$ cat src/design/qcpwm_consts.vh
`ifndef QCPWM_CONSTS_VH
`define QCPWM_CONSTS_VH

// ----------------------------------------
// Field widths
// ----------------------------------------
`define QCPWM_AMPL_W        8
`define QCPWM_SCALE_W       8
`define QCPWM_DRIVER_OFF_TIME_W        4
`define QCPWM_TBL_W         2
`define QCPWM_OPT_W         2
`define QCPWM_HOLD_W        5

// ----------------------------------------
// Standstill option codes
// ----------------------------------------
`define QCPWM_OPT_NORMAL    2'h0
`define QCPWM_OPT_STANDSTILL_COIL_OPTION 2'h1
`define QCPWM_OPT_SHORT_LS  2'h2
`define QCPWM_OPT_SHORT_HS  2'h3

// ----------------------------------------
// Blank times in clock cycles per setting
// ----------------------------------------
`define QCPWM_BLANK_0       6'h10
`define QCPWM_BLANK_1       6'h18
`define QCPWM_BLANK_2       6'h24
`define QCPWM_BLANK_3       6'h36

// ----------------------------------------
// Reset values and blank counter width
// ----------------------------------------
`define QCPWM_SCALE_RST     8'h00
`define QCPWM_CNT_W         6

`endif

$ cat src/design/qcpwm_blank.v
`include "qcpwm_consts.vh"

module qcpwm_blank (
  // Clock and reset
  input  wire                    core_clk_i,
  input  wire                    rstn_i,
  // Control
  input  wire [`QCPWM_TBL_W-1:0] blank_sel_i,
  input  wire                    switch_evt_i,
  // Status
  output wire                    blank_o
);

  reg  [`QCPWM_CNT_W-1:0] cnt_ff;
  reg  [`QCPWM_CNT_W-1:0] nxt_cnt;
  reg  [`QCPWM_CNT_W-1:0] len;

  // ----------------------------------------
  // Blank length decode
  // ----------------------------------------
  always @* begin
    case (blank_sel_i)
      2'h0:    len = `QCPWM_BLANK_0;
      2'h1:    len = `QCPWM_BLANK_1;
      2'h2:    len = `QCPWM_BLANK_2;
      default: len = `QCPWM_BLANK_3;
    endcase
  end

  // Restart on every bridge switch; counts down to zero
  always @* begin
    if (switch_evt_i) begin
      nxt_cnt = len;
    end else if (cnt_ff != {`QCPWM_CNT_W{1'b0}}) begin
      nxt_cnt = cnt_ff - 6'h01;
    end else begin
      nxt_cnt = cnt_ff;
    end
  end

  always @(posedge core_clk_i or negedge rstn_i) begin
    if (!rstn_i) begin
      cnt_ff <= {`QCPWM_CNT_W{1'b0}};
    end else begin
      cnt_ff <= nxt_cnt;
    end
  end

  assign blank_o = (cnt_ff != {`QCPWM_CNT_W{1'b0}});

endmodule

$ cat src/design/qcpwm_config.v
`include "qcpwm_consts.vh"

module qcpwm_config #(
  // Field widths
  parameter AMPL_W  = `QCPWM_AMPL_W,
  parameter SCALE_W = `QCPWM_SCALE_W,
  parameter HOLD_W  = `QCPWM_HOLD_W,
  parameter DRIVER_OFF_TIME_W  = `QCPWM_DRIVER_OFF_TIME_W
) (
  // Clock and reset
  input  wire                      core_clk_i,
  input  wire                      rstn_i,
  // Configuration fields (same clock domain)
  input  wire [AMPL_W-1:0]         voltage_amplitude_offset_i,
  input  wire                      autoscale_en_i,
  input  wire                      symmetric_force_i,
  input  wire [`QCPWM_OPT_W-1:0]   standstill_coil_option_i,
  input  wire [HOLD_W-1:0]         hold_current_i,
  input  wire                      quiet_mode_en_i,
  input  wire [DRIVER_OFF_TIME_W-1:0]         driver_off_time_i,
  input  wire [`QCPWM_TBL_W-1:0]   comparator_blank_time_i,
  // Inputs from the regulation loop and bridge
  input  wire [SCALE_W-1:0]        reg_scale_i,
  input  wire                      standstill_i,
  input  wire                      switch_evt_i,
  // Outputs to the PWM core
  output wire [AMPL_W-1:0]         user_ampl_o,
  output wire [AMPL_W-1:0]         reentry_limit_o,
  output wire                      symmetric_pwm_o,
  // Outputs to the bridge
  output wire                      driver_en_o,
  output wire                      standstill_coil_option_o,
  output wire                      short_ls_o,
  output wire                      short_hs_o,
  output wire                      comp_blank_o,
  // Readback
  output wire [SCALE_W-1:0]        pwm_scale_o
);

  // ----------------------------------------
  // Local constants
  // ----------------------------------------
  localparam [AMPL_W-1:0]  AMPL_ZERO = {AMPL_W{1'b0}};
  localparam [HOLD_W-1:0]  HOLD_ZERO = {HOLD_W{1'b0}};
  localparam [DRIVER_OFF_TIME_W-1:0]  DRIVER_OFF_TIME_ZERO = {DRIVER_OFF_TIME_W{1'b0}};
  localparam [SCALE_W-1:0] SCALE_RST = `QCPWM_SCALE_RST;

  // ----------------------------------------
  // Registers and next values
  // ----------------------------------------
  // Amplitude routing
  reg  [AMPL_W-1:0]  user_ampl_ff;
  reg  [AMPL_W-1:0]  nxt_user_ampl;
  reg  [AMPL_W-1:0]  reentry_limit_ff;
  reg  [AMPL_W-1:0]  nxt_reentry_limit;
  // PWM shape and driver enable
  reg                symmetric_pwm_ff;
  reg                nxt_symmetric_pwm;
  reg                driver_en_ff;
  reg                nxt_driver_en;
  // Standstill coil handling
  reg                standstill_coil_option_ff;
  reg                nxt_standstill_coil_option;
  reg                short_ls_ff;
  reg                nxt_short_ls;
  reg                short_hs_ff;
  reg                nxt_short_hs;
  // Scaling readback
  reg  [SCALE_W-1:0] pwm_scale_ff;
  reg  [SCALE_W-1:0] nxt_pwm_scale;
  // Decoded conditions
  wire               driver_on;
  wire               hold_is_zero;
  wire               standstill_act;

  // ----------------------------------------
  // Decoded conditions
  // ----------------------------------------
  // Any nonzero off-time counts as enabled; the value itself is unused
  assign driver_on      = (driver_off_time_i != DRIVER_OFF_TIME_ZERO);
  assign hold_is_zero   = (hold_current_i == HOLD_ZERO);
  // Standstill option needs zero hold current, quiet mode and rest
  // Driver must be on too, so a disabled bridge never brakes
  assign standstill_act = standstill_i && quiet_mode_en_i &&
                          hold_is_zero && driver_on;

  // ----------------------------------------
  // Amplitude routing
  // ----------------------------------------
  // Offset goes to one user only, so the other sees zero
  always @* begin
    if (autoscale_en_i) begin
      nxt_user_ampl     = AMPL_ZERO;
      nxt_reentry_limit = voltage_amplitude_offset_i;
    end else begin
      nxt_user_ampl     = voltage_amplitude_offset_i;
      nxt_reentry_limit = AMPL_ZERO;
    end
  end

  // ----------------------------------------
  // PWM shape
  // ----------------------------------------
  // Straight copy; the PWM core decides how often it updates
  always @* begin
    nxt_symmetric_pwm = symmetric_force_i;
  end

  // ----------------------------------------
  // Driver enable
  // ----------------------------------------
  // Off-time zero keeps the whole bridge off
  always @* begin
    nxt_driver_en = driver_on;
  end

  // ----------------------------------------
  // Standstill coil option decode
  // ----------------------------------------
  // At most one brake or standstill_coil_option line is high at a time
  // Low-side short brakes harder than high-side short
  always @* begin
    nxt_standstill_coil_option = 1'b0;
    nxt_short_ls  = 1'b0;
    nxt_short_hs  = 1'b0;
    if (standstill_act) begin
      case (standstill_coil_option_i)
        `QCPWM_OPT_STANDSTILL_COIL_OPTION: begin
          nxt_standstill_coil_option = 1'b1;
        end
        `QCPWM_OPT_SHORT_LS: begin
          nxt_short_ls = 1'b1;
        end
        `QCPWM_OPT_SHORT_HS: begin
          nxt_short_hs = 1'b1;
        end
        default: begin
          nxt_standstill_coil_option = 1'b0;
        end
      endcase
    end
  end

  // ----------------------------------------
  // Scaling readback
  // ----------------------------------------
  // Held when another chopper runs, so software sees last value
  always @* begin
    if (quiet_mode_en_i) begin
      nxt_pwm_scale = reg_scale_i;
    end else begin
      nxt_pwm_scale = pwm_scale_ff;
    end
  end

  // ----------------------------------------
  // Register bank
  // ----------------------------------------
  // Amplitude fields
  always @(posedge core_clk_i or negedge rstn_i) begin
    if (!rstn_i) begin
      user_ampl_ff     <= AMPL_ZERO;
      reentry_limit_ff <= AMPL_ZERO;
    end else begin
      user_ampl_ff     <= nxt_user_ampl;
      reentry_limit_ff <= nxt_reentry_limit;
    end
  end

  // PWM shape and driver enable; driver stays off through reset
  always @(posedge core_clk_i or negedge rstn_i) begin
    if (!rstn_i) begin
      symmetric_pwm_ff <= 1'b0;
      driver_en_ff     <= 1'b0;
    end else begin
      symmetric_pwm_ff <= nxt_symmetric_pwm;
      driver_en_ff     <= nxt_driver_en;
    end
  end

  // Standstill lines; all low in reset so coils are left alone
  always @(posedge core_clk_i or negedge rstn_i) begin
    if (!rstn_i) begin
      standstill_coil_option_ff <= 1'b0;
      short_ls_ff  <= 1'b0;
      short_hs_ff  <= 1'b0;
    end else begin
      standstill_coil_option_ff <= nxt_standstill_coil_option;
      short_ls_ff  <= nxt_short_ls;
      short_hs_ff  <= nxt_short_hs;
    end
  end

  // Readback register
  always @(posedge core_clk_i or negedge rstn_i) begin
    if (!rstn_i) begin
      pwm_scale_ff <= SCALE_RST;
    end else begin
      pwm_scale_ff <= nxt_pwm_scale;
    end
  end

  // ----------------------------------------
  // Outputs
  // ----------------------------------------
  // Every data output except comp_blank_o comes straight from a flip-flop
  assign user_ampl_o     = user_ampl_ff;
  assign reentry_limit_o = reentry_limit_ff;
  assign symmetric_pwm_o = symmetric_pwm_ff;
  assign driver_en_o     = driver_en_ff;
  assign standstill_coil_option_o     = standstill_coil_option_ff;
  assign short_ls_o      = short_ls_ff;
  assign short_hs_o      = short_hs_ff;
  assign pwm_scale_o     = pwm_scale_ff;

  // ----------------------------------------
  // Comparator blanking
  // ----------------------------------------
  // Restarted by each bridge switch, so ringing is not taken for current
  qcpwm_blank u_blank (
    .core_clk_i   (core_clk_i),
    .rstn_i       (rstn_i),
    .blank_sel_i  (comparator_blank_time_i),
    .switch_evt_i (switch_evt_i),
    .blank_o      (comp_blank_o)
  );

endmodule

$ cat config.mk
export PLATFORM = sky130hd
export DESIGN_NAME = qcpwm_config
export DESIGN_NICKNAME = d
export VERILOG_FILES = /design/src/design/qcpwm_blank.v /design/src/design/qcpwm_config.v
export VERILOG_INCLUDE_DIRS = /design/src /design/src/design
export SDC_FILE = /design/constraint.sdc
export NUM_CORES = 1
export LEC_CHECK = 0
export BUFFER_PORTS_ARGS = -buffer_cell sky130_fd_sc_hd__buf_2
export CAP_MARGIN = 15
export CORE_UTILIZATION = 48
export DETAILED_ROUTE_END_ITERATION = 10
export PLACE_DENSITY = 0.82
export SETUP_SLACK_MARGIN = 0.05
export SLEW_MARGIN = 10
export SYNTH_ARGS = -nofsm -noshare
export SYNTH_HDL_FRONTEND = slang
export SYNTH_SLANG_ARGS = --single-unit
$ cat constraint.sdc
create_clock -name core_clk_i -period 4.42 [get_ports core_clk_i]
set_input_delay 0.442 -clock core_clk_i [delete_from_list [all_inputs] [get_ports core_clk_i]]
set_output_delay 0.442 -clock core_clk_i [all_outputs]
set_load 0.01 [all_outputs]
---- Word level (Yosys, flattened, before mapping) ----
Index checks and enable logic that the tools add are counted.
storage, ports and cells
  register bits after elaboration ......... 35
  input bits .............................. 36
  output and inout port bits .............. 30
cells by class
  add/sub/neg operators ................... 1
  eq/ne operators ......................... 5
  muxes and demuxes ....................... 11
  reduce and logical (&&, ||, !) cells .... 8
operators with widths
  cell                                                                   count
  6-bit case mux with 3 select lines                                     1
  8-bit two-way mux                                                      2
  6-bit two-way mux                                                      2
  2-bit equality test, second input constant                             3
  1-bit two-way mux                                                      6
  6-bit nonzero test                                                     1
  6-bit by 1-bit subtractor with 6-bit output, second input constant     1
  5-bit zero test                                                        1
  2-bit by 1-bit equality test with 1-bit output, second input constant  2
  4-bit nonzero test                                                     1
  1-bit logical AND                                                      3
  2-bit zero test                                                        1
  2-bit nonzero test                                                     1

---- Longest topological paths before layout ----
Gate-level depths: netlist of run 1.
  depth after elaboration ................. 4
  mapped depth ............................ 5
  depth with buffers taken out ............ 5

---- Hierarchy ----
From an unflattened synthesis of run 1, not the netlist that was laid out.
second synthesis, totals
  cells, all modules ...................... 105
  area total of the unflattened synthesis .. 1,356.3 um2
by module, submodules not included
  module        times used  cells an instance  area an instance (um2)  sequential area each (um2)
  qcpwm_config  1           65                 987.2                   725.7
  qcpwm_blank   1           40                 369.1                   150.1

---- Least setup slack after synthesis of run 1 ----
OpenSTA, ideal clock, no wires.
  kind .................................... reg2reg
  start ................................... reg u_blank.cnt_ff[0]
  end ..................................... reg u_blank.cnt_ff[4]
  setup time .............................. 0.124 ns
  arrival time ............................ 1.378 ns
  slack ................................... 2.918 ns
  stages on the path, launching flop included .. 6
  path buffers ............................ 0
  path through ............................ dfrtp_1 > inv_1 > ha_1 > or3b_1 > and2_1 > o31a_1
between the ends
  cells in the longest elaborated chain, start to end .. 3
  elaborated cells on any way between the ends .. 5
RTL lines
  what                                         line              source
  start: declaration                           qcpwm_blank.v:14  reg [`QCPWM_CNT_W-1:0] cnt_ff;
  start signal: assignment                     qcpwm_blank.v:43  cnt_ff <= {`QCPWM_CNT_W{1'b0}};
  start signal: assignment                     qcpwm_blank.v:45  cnt_ff <= nxt_cnt;
  6-bit by 1-bit subtractor with 6-bit output  qcpwm_blank.v:35  nxt_cnt = cnt_ff - 6'h01;
  6-bit two-way mux                            qcpwm_blank.v:34  end else if (cnt_ff != {`QCPWM_CNT_W{1'b0}}) begin
  6-bit two-way mux                            qcpwm_blank.v:32  if (switch_evt_i) begin
Several ways; a longest one is shown, not always the timed one. The select of a mux whose other input is x is not followed.
A chain may end at the register's enable or synchronous reset.

---- Final worst setup path of run 1 ----
  start ................................... reg u_blank.cnt_ff[4]
  end ..................................... out comp_blank_o
between the ends
  cells in the longest elaborated chain, start to end .. 1
RTL lines
  what                line               source
  6-bit nonzero test  qcpwm_blank.v:49   assign blank_o = (cnt_ff != {`QCPWM_CNT_W{1'b0}});
  end: declaration    qcpwm_config.v:35  output wire comp_blank_o,
Every way passes these cells.

==> results of run 1 <==
[logic make-up (layout without fill, tap and decap cells)]
| group | Yosys count | after routing | share of synthesized area, % |
|---|---|---|---|
| compound gates | 10 | 10 | 4.92 |
| xor+xnor | 2 | 2 | 1.28 |
| fa+ha+maj | 2 | 2 | 1.82 |
| buf+inv | 6 | 76 | 2.19 |
| flops | 35 | 35 | 63.8 |
| mux | 8 | 8 | 6.56 |
| simple gates | 39 | 39 | 19.5 |
[final cells by class]
cell class / instances / share of cell area, %
sequential: 35 / 49.0
timing repair buffer: 65 / 18.2
multi-input combinational: 61 / 26.2
clock buffer: 8 / 3.85
tap: 31 / 2.17
inverter: 3 / 0.630
[power breakdown]
| group | switching [mW] | leakage [nW] | internal, mW |
|---|---|---|---|
| Clock | 0.0946 | 0.0386 | 0.0936 |
| Sequential | 0.0163 | 0.434 | 0.345 |
| Combinational | 0.0544 | 0.447 | 0.0537 |
[critical path, stage by stage, from the launching register on]
cell	delay, ps
dfrtp_1	420
or3_1	440
nor2_1	210
inv_1	50
buf_2	130
[per-layer routing]
metal,global-route usage [%],wire length (um),vias to the layer above
met5,0,0,-
met4,8.93,38,0
met2,29.8,1370,41
li1,-,-,489
met1,19.0,993,489
met3,8.20,177,5
[sequential cells by signal, indices dropped and copies added, names as in the netlist]
register and count:
driver_en_o 1, pwm_scale_o 8, reentry_limit_o 8, short_hs_o 1
short_ls_o 1, standstill_coil_option_o 1, symmetric_pwm_o 1, u_blank.cnt_ff 6
user_ampl_o 8
[layout by cell type (no fill, tap or decap), types with 3 or more instances in the layout]
master and count:
a21oi_1 3, and2_1 9, buf_2 65, clkbuf_4 5
dfrtp_1 35, inv_1 3, mux2_2 8, nor2b_1 10
nor3_1 5, o31ai_1 3
[path summary, 6_finish.rpt]
kind	to	slack, ps	cells after the start
max	comp_blank_o	2410	4
min	driver_en_o$_DFF_PN0_	160	1
max reg2reg	u_blank.cnt_ff[4]$_DFFE_PN0P_	2810	5
min reg2reg	pwm_scale_o[4]$_DFFE_PN0P_	510	1
max in group asynchronous	reentry_limit_o[6]$_DFF_PN0_	3800	1
min in group core_clk_i	symmetric_pwm_o$_DFF_PN0_	220	1
==> flow_summary.json, run 1 <==
{
  "finalSetupTns_ps": 0,
  "die_w_um": 55.5,
  "syn-num-nets": 140,
  "drive_above_1_share_pct": 48.3,
  "cts_tree": "yes",
  "fin_cells": 203,
  "synth_common_cells": "35 x dfrtp_1, 10 x nor2b_1, 9 x and2_1",
  "synth_edf_count": 0,
  "fin_crit_ps": 2010,
  "post_drt_wl_per_cell_um": 12.7,
  "grt_pass1_wl_um": 4120,
  "finClkSkew_ps": 1.06,
  "num_vias": 1024,
  "grt_max_degree": 36,
  "insertion_delay_ps": 320,
  "finalPower_uw": 657,
  "crit_type": "flip-flop to output pin",
  "max_slew_margin_pct": 52.4,
  "seq_area_frac_synth_pct": 63.8,
  "firstDrtPassIters": 4,
  "ios": 66,
  "postPlaceCellArea_mm2": 0.00172,
  "ir_worst_vdd_v": 0.000319,
  "endpoint_kind": "output pin",
  "regArea_um2": 876,
  "cts_resized": 0,
  "timing.final.ws_setup_ps": 2410,
  "start_util_pct": 50.3,
  "drtIter0Drc": 47,
  "place.gp.congestion": 0.887,
  "synthTopCellsByArea": "dfrtp_1 64%, mux2_2 6.6%, nor2b_1 4.6%, and2_1 4.1%, ha_1 1.8%",
  "num_rows": 19,
  "dp.cells": 195,
  "post_cts_buffers": 0,
  "grt_usage_pct": 17.9,
  "hold_path_class": "primary input to asynchronous set/reset pin",
  "antenna_cells": 0,
  "finalCritPeriodShare_pct": 45.5,
  "p_leak_nw": 0.920,
  "h-tree-depth": 2,
  "yosysMostFrequentCell": "dfrtp_1",
  "synth_top_area_cell": "dfrtp_1",
  "worst_pin_slew_ps": 714,
  "dieArea_mm2": 0.00308,
  "netlist_area_mm2": 0.00137,
  "dpl.hpwl_um": 2020,
  "grt_overflow": 0,
  "setup_viol": 0,
  "die_h_um": 55.5,
  "n_fill_cell": 229,
  "synth_cell_types": 27,
  "clk_pin_slew_ps": 90,
  "synthCells": 102,
  "postRouteAntennaNets": 0,
  "synth_top_area_share_pct": 63.8,
  "maxCapViolations": 0,
  "fin_nets": 209,
  "numCtsBuffers": 5,
  "fin_util_pct": 65.4,
  "routed_wl_um": 2580,
  "cts_root_buf": "clkbuf_4",
  "cp.required_ps": 3980,
  "area_growth_pct": 30.1,
  "viasPerCell": 5.04,
  "hold_buffers": 0,
  "cts_max_path_buffers": 2,
  "cp.arrival_ps": 1570,
  "cts_sinks": 35,
  "status": "finished, final reports clean",
  "core_area_mm2": 0.00273,
  "dp_slack_ps": 2770,
  "syn_area_per_cell_um2": 13.5,
  "hold_violations": 0,
  "ys_ff_latch": 35,
  "drc_errors": 0,
  "multi_input_area_um2": 468,
  "yosysWarnings": 0,
  "yosys_most_used_dff": "dfrtp_1",
  "start_kind": "flip-flop",
  "async_flop_share_pct": 100,
  "critical_path.reg2reg.startpoint": "u_blank.cnt_ff[1]$_DFFE_PN0P_",
  "rsz0062_at_grt": "no",
  "grt_pass1_vias": 1010,
  "crit_path_start": "u_blank.cnt_ff[4]$_DFFE_PN0P_",
  "max_freq_mhz": 497,
  "slew_viol_final": 0,
  "design_area_mm2": 0.00179,
  "critPathMaxFanout": 4,
  "antenna_found_initial": 0,
  "power_density_mw_per_mm2": 368,
  "portBuffers": 65,
  "fin_hold_ws_ps": 162
}
No activity file was read; power rests on OpenSTA's default activity.
==> inputs of run 2 (changes only) <==
--- a/config.mk
+++ b/config.mk
@@ -8,9 +8,9 @@
 export LEC_CHECK = 0
 export BUFFER_PORTS_ARGS = -buffer_cell sky130_fd_sc_hd__buf_2
 export CAP_MARGIN = 15
-export CORE_UTILIZATION = 48
+export CORE_UTILIZATION = 45
 export DETAILED_ROUTE_END_ITERATION = 10
-export PLACE_DENSITY = 0.82
+export PLACE_DENSITY = 0.77
 export SETUP_SLACK_MARGIN = 0.05
 export SLEW_MARGIN = 10
 export SYNTH_ARGS = -nofsm -noshare
==> constraint.sdc (replaced) <==
create_clock -name core_clk_i -period 2.1 [get_ports core_clk_i]
set_input_delay 0.21 -clock core_clk_i [delete_from_list [all_inputs] [get_ports core_clk_i]]
set_output_delay 0.21 -clock core_clk_i [all_outputs]
set_load 0.01 [all_outputs]
==> run 2 against run 1 <==
Against the previous run: highest routed layer unchanged; the flow now finishes with violations (DRC); combinational power increased by 110%; final area is 0.42% higher; critical endpoint unchanged; clock-buffer cell count down 2; total power grew 110%; wire length is 3.5% higher; cell count is 0.49% higher; setup slack lost 2100 ps.
==> flow_summary.json, run 2 (synthesis results as in run 1) <==
{
  "cts_sinks": 35,
  "ios": 66,
  "portBuffers": 65,
  "failed_checks": "DRC",
  "dpl.hpwl_um": 2050,
  "finalSetupTns_ps": 0,
  "grt_pass1_wl_um": 4250,
  "drtIter0Drc": 47,
  "start_util_pct": 48.6,
  "max_slew_margin_pct": 50.5,
  "postRouteAntennaNets": 0,
  "num_vias": 996,
  "post_drt_wl_per_cell_um": 13.1,
  "area_growth_pct": 30.7,
  "final_cell_mix": "65 x buf_2, 35 x dfrtp_1, 10 x nor2b_1",
  "critical_path.reg2reg.startpoint": "u_blank.cnt_ff[0]$_DFFE_PN0P_",
  "cts_tree": "yes",
  "grt_usage_pct": 18.0,
  "endpoint_kind": "output pin",
  "numCtsBuffers": 5,
  "ir_worst_vdd_v": 0.000559,
  "crit_path_top_delay_cell": "or3_1",
  "crit_type": "flip-flop to output pin",
  "reg2regPathDepth": 5,
  "grt_max_degree": 36,
  "worstPathCellList": "or3_1, nor2_1, inv_1, buf_2",
  "h-tree-depth": 2,
  "status": "complete, but fails checks",
  "fin_nets": 211,
  "start_kind": "flip-flop",
  "maxCapViolations": 0,
  "routed_wl_um": 2660,
  "max_freq_mhz": 554,
  "dieArea_mm2": 0.00328,
  "p_leak_nw": 0.924,
  "die_h_um": 57.3,
  "hold_buffers": 2,
  "hold_path_class": "primary input to flip-flop",
  "regToRegSetupSlack_ps": 460,
  "die_w_um": 57.3,
  "drive_above_1_share_pct": 48.0,
  "clk_pin_slew_ps": 90,
  "power_density_mw_per_mm2": 752,
  "hold_violations": 0,
  "cts_max_path_buffers": 2,
  "place.gp.congestion": 0.821,
  "min_from": "driver_off_time_i[2]",
  "cts_resized": 0,
  "viasPerCell": 4.88,
  "finClkSkew_ps": 2.04,
  "critPathMaxFanout": 4,
  "cts_root_buf": "clkbuf_4",
  "grt_pass1_vias": 1009,
  "rsz0062_at_grt": "no",
  "finalCritPeriodShare_pct": 85.9,
  "fin_cells": 204,
  "grt_overflow": 0,
  "worst_pin_slew_ps": 742,
  "insertion_delay_ps": 320,
  "num_rows": 19,
  "min_to": "driver_en_o$_DFF_PN0_",
  "antenna_found_initial": 0,
  "layout_commonest_cell": "buf_2",
  "drc_errors": 4,
  "fin_crit_ps": 1800,
  "slew_viol_final": 0,
  "antenna_cells": 0,
  "dp.cells": 195,
  "slowest_delay_ps": 450,
  "core_area_mm2": 0.00283,
  "firstDrtPassIters": 7,
  "hold_depth": 2,
  "rr_endpoint": "u_blank.cnt_ff[4]$_DFFE_PN0P_",
  "setup_viol": 0,
  "cp.arrival_ps": 1590,
  "post_cts_buffers": 0,
  "cp.required_ps": 1890
}
run 2: worst max-delay path, delay by kind of cell, from the launching register on:
kind	cells	cell delay, ps
flip-flops	1	420
buffers and inverters	2	180
AND/OR/NAND/NOR	2	670
run 2: worst max-delay path by stage:
stage                             startpoint  slack [ps]                       endpoint
2_1_floorplan  u_blank.cnt_ff[0]$_DFFE_PN0P_         600  u_blank.cnt_ff[4]$_DFFE_PN0P_
3_3_place_gp   u_blank.cnt_ff[0]$_DFFE_PN0P_         570  u_blank.cnt_ff[4]$_DFFE_PN0P_
3_5_place_dp   u_blank.cnt_ff[0]$_DFFE_PN0P_         490  u_blank.cnt_ff[4]$_DFFE_PN0P_
4_1_cts        u_blank.cnt_ff[4]$_DFFE_PN0P_         300                   comp_blank_o
5_1_grt        u_blank.cnt_ff[0]$_DFFE_PN0P_         200                   comp_blank_o
6_report       u_blank.cnt_ff[4]$_DFFE_PN0P_         300                   comp_blank_o
run 2: final cells by class:
cell class              count  area (um2)
flip-flops and latches     35         876
multi-input cells          61         468
repair buffers             67         345
inverters                   3        11.3
clock buffers               6        51.3
fillers                   224        1030
clock inverters             1        5.00
well taps                  31        38.8
run 2: per-stage QoR:
stage | total power [mW] | hold slack, ps | setup slack, ps | util, % | cell area (um2)
after CTS | 1.37 | 72.4 | 300 | 63.5 | 1800
after floorplan | 0.896 | -85.6 | 598 | - | 1370
after global placement | 0.989 | 309 | 575 | 60.8 | 1720
after global routing | 1.43 | 72.1 | 203 | 63.5 | 1800
final | 1.35 | 93.1 | 296 | 63.5 | 1800
after detailed placement | 1.00 | 319 | 488 | 60.8 | 1720
run 2: metal layers:
layer | track usage [%] | up-vias | share of wire, %
li1 | - | 490 | -
met1 | 19.8 | 464 | 39
met2 | 30.9 | 37 | 53
met3 | 7.71 | 5 | 6.3
met4 | 6.97 | 0 | 1.5
met5 | 0 | - | 0
run 2: report_power, final:
part	total (mW)	internal [mW]	switching, mW	leakage, nW
registers	0.760	0.726	0.0346	0.434
clock network	0.357	0.155	0.202	0.0341
logic	0.232	0.116	0.117	0.456
==> inputs of run 3 (changes only) <==
--- a/config.mk
+++ b/config.mk
@@ -6,8 +6,10 @@
 export SDC_FILE = /design/constraint.sdc
 export NUM_CORES = 1
 export LEC_CHECK = 0
+export ABC_AREA = 1
 export BUFFER_PORTS_ARGS = -buffer_cell sky130_fd_sc_hd__buf_2
 export CAP_MARGIN = 15
+export CORE_ASPECT_RATIO = 0.75
 export CORE_UTILIZATION = 45
 export DETAILED_ROUTE_END_ITERATION = 10
 export PLACE_DENSITY = 0.77
==> run 3 against run 2 <==
Against the previous run: the flow finishes with violations (hold timing); highest routed layer unchanged; combinational power increased by 9.5%; critical endpoint unchanged; register-to-register slack better by 480 ps; non-clock buffer count decreased by 2; setup slack improved by 360 ps; clock-buffer cell count increased by 1; hold slack got worse by 100 ps; flip-flop and latch count did not move; critical path type unchanged.
==> flow_summary.json, run 3 <==
{
  "status": "complete, but fails checks",
  "failed_checks": "hold timing",
  "hold_buffers": 0,
  "synth_cell_types": 22,
  "final_cell_mix": "65 x buf_2, 35 x dfrtp_1, 23 x inv_1",
  "finalSetupTns_ps": 0,
  "numCtsBuffers": 5,
  "grt_overflow": 0,
  "place.gp.congestion": 0.829,
  "p_leak_nw": 1.08,
  "area_growth_pct": 30.8,
  "slew_viol_final": 0,
  "fin_nets": 244,
  "die_h_um": 50.6,
  "n_fill_cell": 253,
  "grt_pass1_wl_um": 3860,
  "max_slew_margin_pct": 51.2,
  "cts_max_path_buffers": 2,
  "slowest_delay_ps": 370,
  "fin_crit_ps": 1450,
  "max_freq_mhz": 691,
  "cts_sinks": 35,
  "rsz0062_at_grt": "no",
  "cp.arrival_ps": 1240,
  "finalCritPeriodShare_pct": 68.9,
  "grt_max_degree": 36,
  "syn-num-nets": 175,
  "viasPerCell": 4.33,
  "endpoint_kind": "output pin",
  "async_flop_share_pct": 100,
  "fin_hold_ws_ps": -11.3,
  "antenna_found_initial": 0,
  "power_density_mw_per_mm2": 792,
  "grt_pass1_vias": 953,
  "crit_path_top_delay_cell": "dfrtp_1",
  "antenna_cells": 0,
  "portBuffers": 65,
  "num_rows": 17,
  "synth_common_cells": "35 x dfrtp_1, 23 x inv_1, 20 x nor2_1",
  "post_cts_buffers": 0,
  "core_area_mm2": 0.00298,
  "firstDrtPassIters": 4,
  "syn_area_per_cell_um2": 10.3,
  "finClkSkew_ps": 0.591,
  "layout_commonest_cell": "buf_2",
  "synthTopCellsByArea": "dfrtp_1 62%, mux2_1 6.4%, inv_1 6.1%, nor2_1 5.3%, nand2_1 5.0%",
  "post_drt_wl_per_cell_um": 10.5,
  "cts_resized": 0,
  "drtIter0Drc": 23,
  "drive_above_1_share_pct": 39.6,
  "start_util_pct": 47.6,
  "critPathMaxFanout": 8,
  "cp.required_ps": 1890,
  "yosysMostFrequentCell": "dfrtp_1",
  "seq_area_frac_synth_pct": 61.8,
  "synthCells": 137,
  "setup_viol": 0,
  "worst_pin_slew_ps": 731,
  "synth_top_area_share_pct": 61.8,
  "synth_edf_count": 0,
  "ios": 66,
  "maxCapViolations": 0,
  "yosys_most_used_dff": "dfrtp_1",
  "yosysWarnings": 0,
  "num_vias": 1061,
  "cts_root_buf": "clkbuf_8",
  "routed_wl_um": 2580,
  "crit_type": "flip-flop to output pin",
  "drc_errors": 0,
  "regToRegSetupSlack_ps": 940,
  "synth_top_area_cell": "dfrtp_1",
  "worstPathCellList": "inv_2, ha_1, nand3_2, buf_2",
  "postRouteAntennaNets": 0,
  "clk_pin_slew_ps": 60,
  "dieArea_mm2": 0.00338,
  "dpl.hpwl_um": 2010,
  "fin_util_pct": 62.2,
  "hold_violations": 26,
  "start_kind": "flip-flop",
  "insertion_delay_ps": 270,
  "h-tree-depth": 2,
  "hold_path_class": "primary input to asynchronous set/reset pin",
  "finalPower_mw": 1.47,
  "die_w_um": 66.8,
  "cts_tree": "yes",
  "ir_worst_vdd_v": 0.000508,
  "netlist_area_mm2": 0.00142,
  "ys_ff_latch": 35,
  "grt_usage_pct": 16.2
}
## run 3: area by class of cell
| class | instances | area (um2) | share of cell area (%) |
|---|---|---|---|
| tap | 38 | 47.5 | 2.57 |
| timing repair buffer | 65 | 325 | 17.6 |
| clock inverter | 1 | 5.00 | 0.270 |
| inverter | 26 | 97.6 | 5.27 |
| sequential | 35 | 876 | 47.3 |
| clock buffer | 7 | 76.3 | 4.12 |
| multi-input combinational | 73 | 425 | 23.0 |
## run 3: metal layers
| layer | vias up | track usage, % | routed length [um] |
|---|---|---|---|
| met1 | 467 | 19.7 | 1200 |
| met5 | - | 0 | 0 |
| met2 | 38 | 24.7 | 1170 |
| met4 | 0 | 7.45 | 28 |
| li1 | 552 | - | - |
| met3 | 4 | 7.05 | 185 |
## run 3: per-stage QoR
| stage | std cells | setup WS (ps) | cell area (um2) |
|---|---|---|---|
| finish | 245 | 652 | 1850 |
| global route | 245 | 585 | 1850 |
| CTS | 245 | 644 | 1850 |
| detailed placement | 237 | 947 | 1770 |
| global placement | 237 | 973 | 1770 |
| floorplan | 137 | 996 | 1420 |
## run 3: worst paths after layout
path / from / cells past startpoint / to
hold / removal: rstn_i / 1 / pwm_scale_o[1]$_DFFE_PN0P_
setup / recovery: u_blank.cnt_ff[0]$_DFFE_PN0P_ / 4 / comp_blank_o
min in group core_clk_i: symmetric_force_i / 1 / symmetric_pwm_o$_DFF_PN0_
max in group asynchronous: rstn_i / 1 / u_blank.cnt_ff[0]$_DFFE_PN0P_
setup reg to reg: u_blank.cnt_ff[0]$_DFFE_PN0P_ / 5 / u_blank.cnt_ff[4]$_DFFE_PN0P_
hold reg to reg: pwm_scale_o[6]$_DFFE_PN0P_ / 1 / pwm_scale_o[6]$_DFFE_PN0P_
## run 3: kinds of logic after synthesis
group                    count (synthesis)  share of synthesized area, %
AO/OA/AOI/OAI                            7                          2.74
XOR/XNOR                                 1                         0.618
adder cells (fa/ha/maj)                  2                          1.77
buffers and inverters                   29                          8.13
flip-flops                              35                          61.8
multiplexers                             8                          6.36
AND/OR/NAND/NOR                         55                          18.6
## run 3: power breakdown
part / internal (mW) / leakage [nW] / total (mW) / switching (mW)
clock: 0.232 / 0.0422 / 0.446 / 0.214
combinational: 0.112 / 0.599 / 0.254 / 0.143
sequential: 0.729 / 0.435 / 0.767 / 0.0383
## run 3: critical path, delay by kind of cell, from the launching register on
kind	cells	cell delay, ps
adder cells (fa/ha/maj)	1	210
buffers and inverters	2	260
flip-flops	1	370
AND/OR/NAND/NOR	1	110
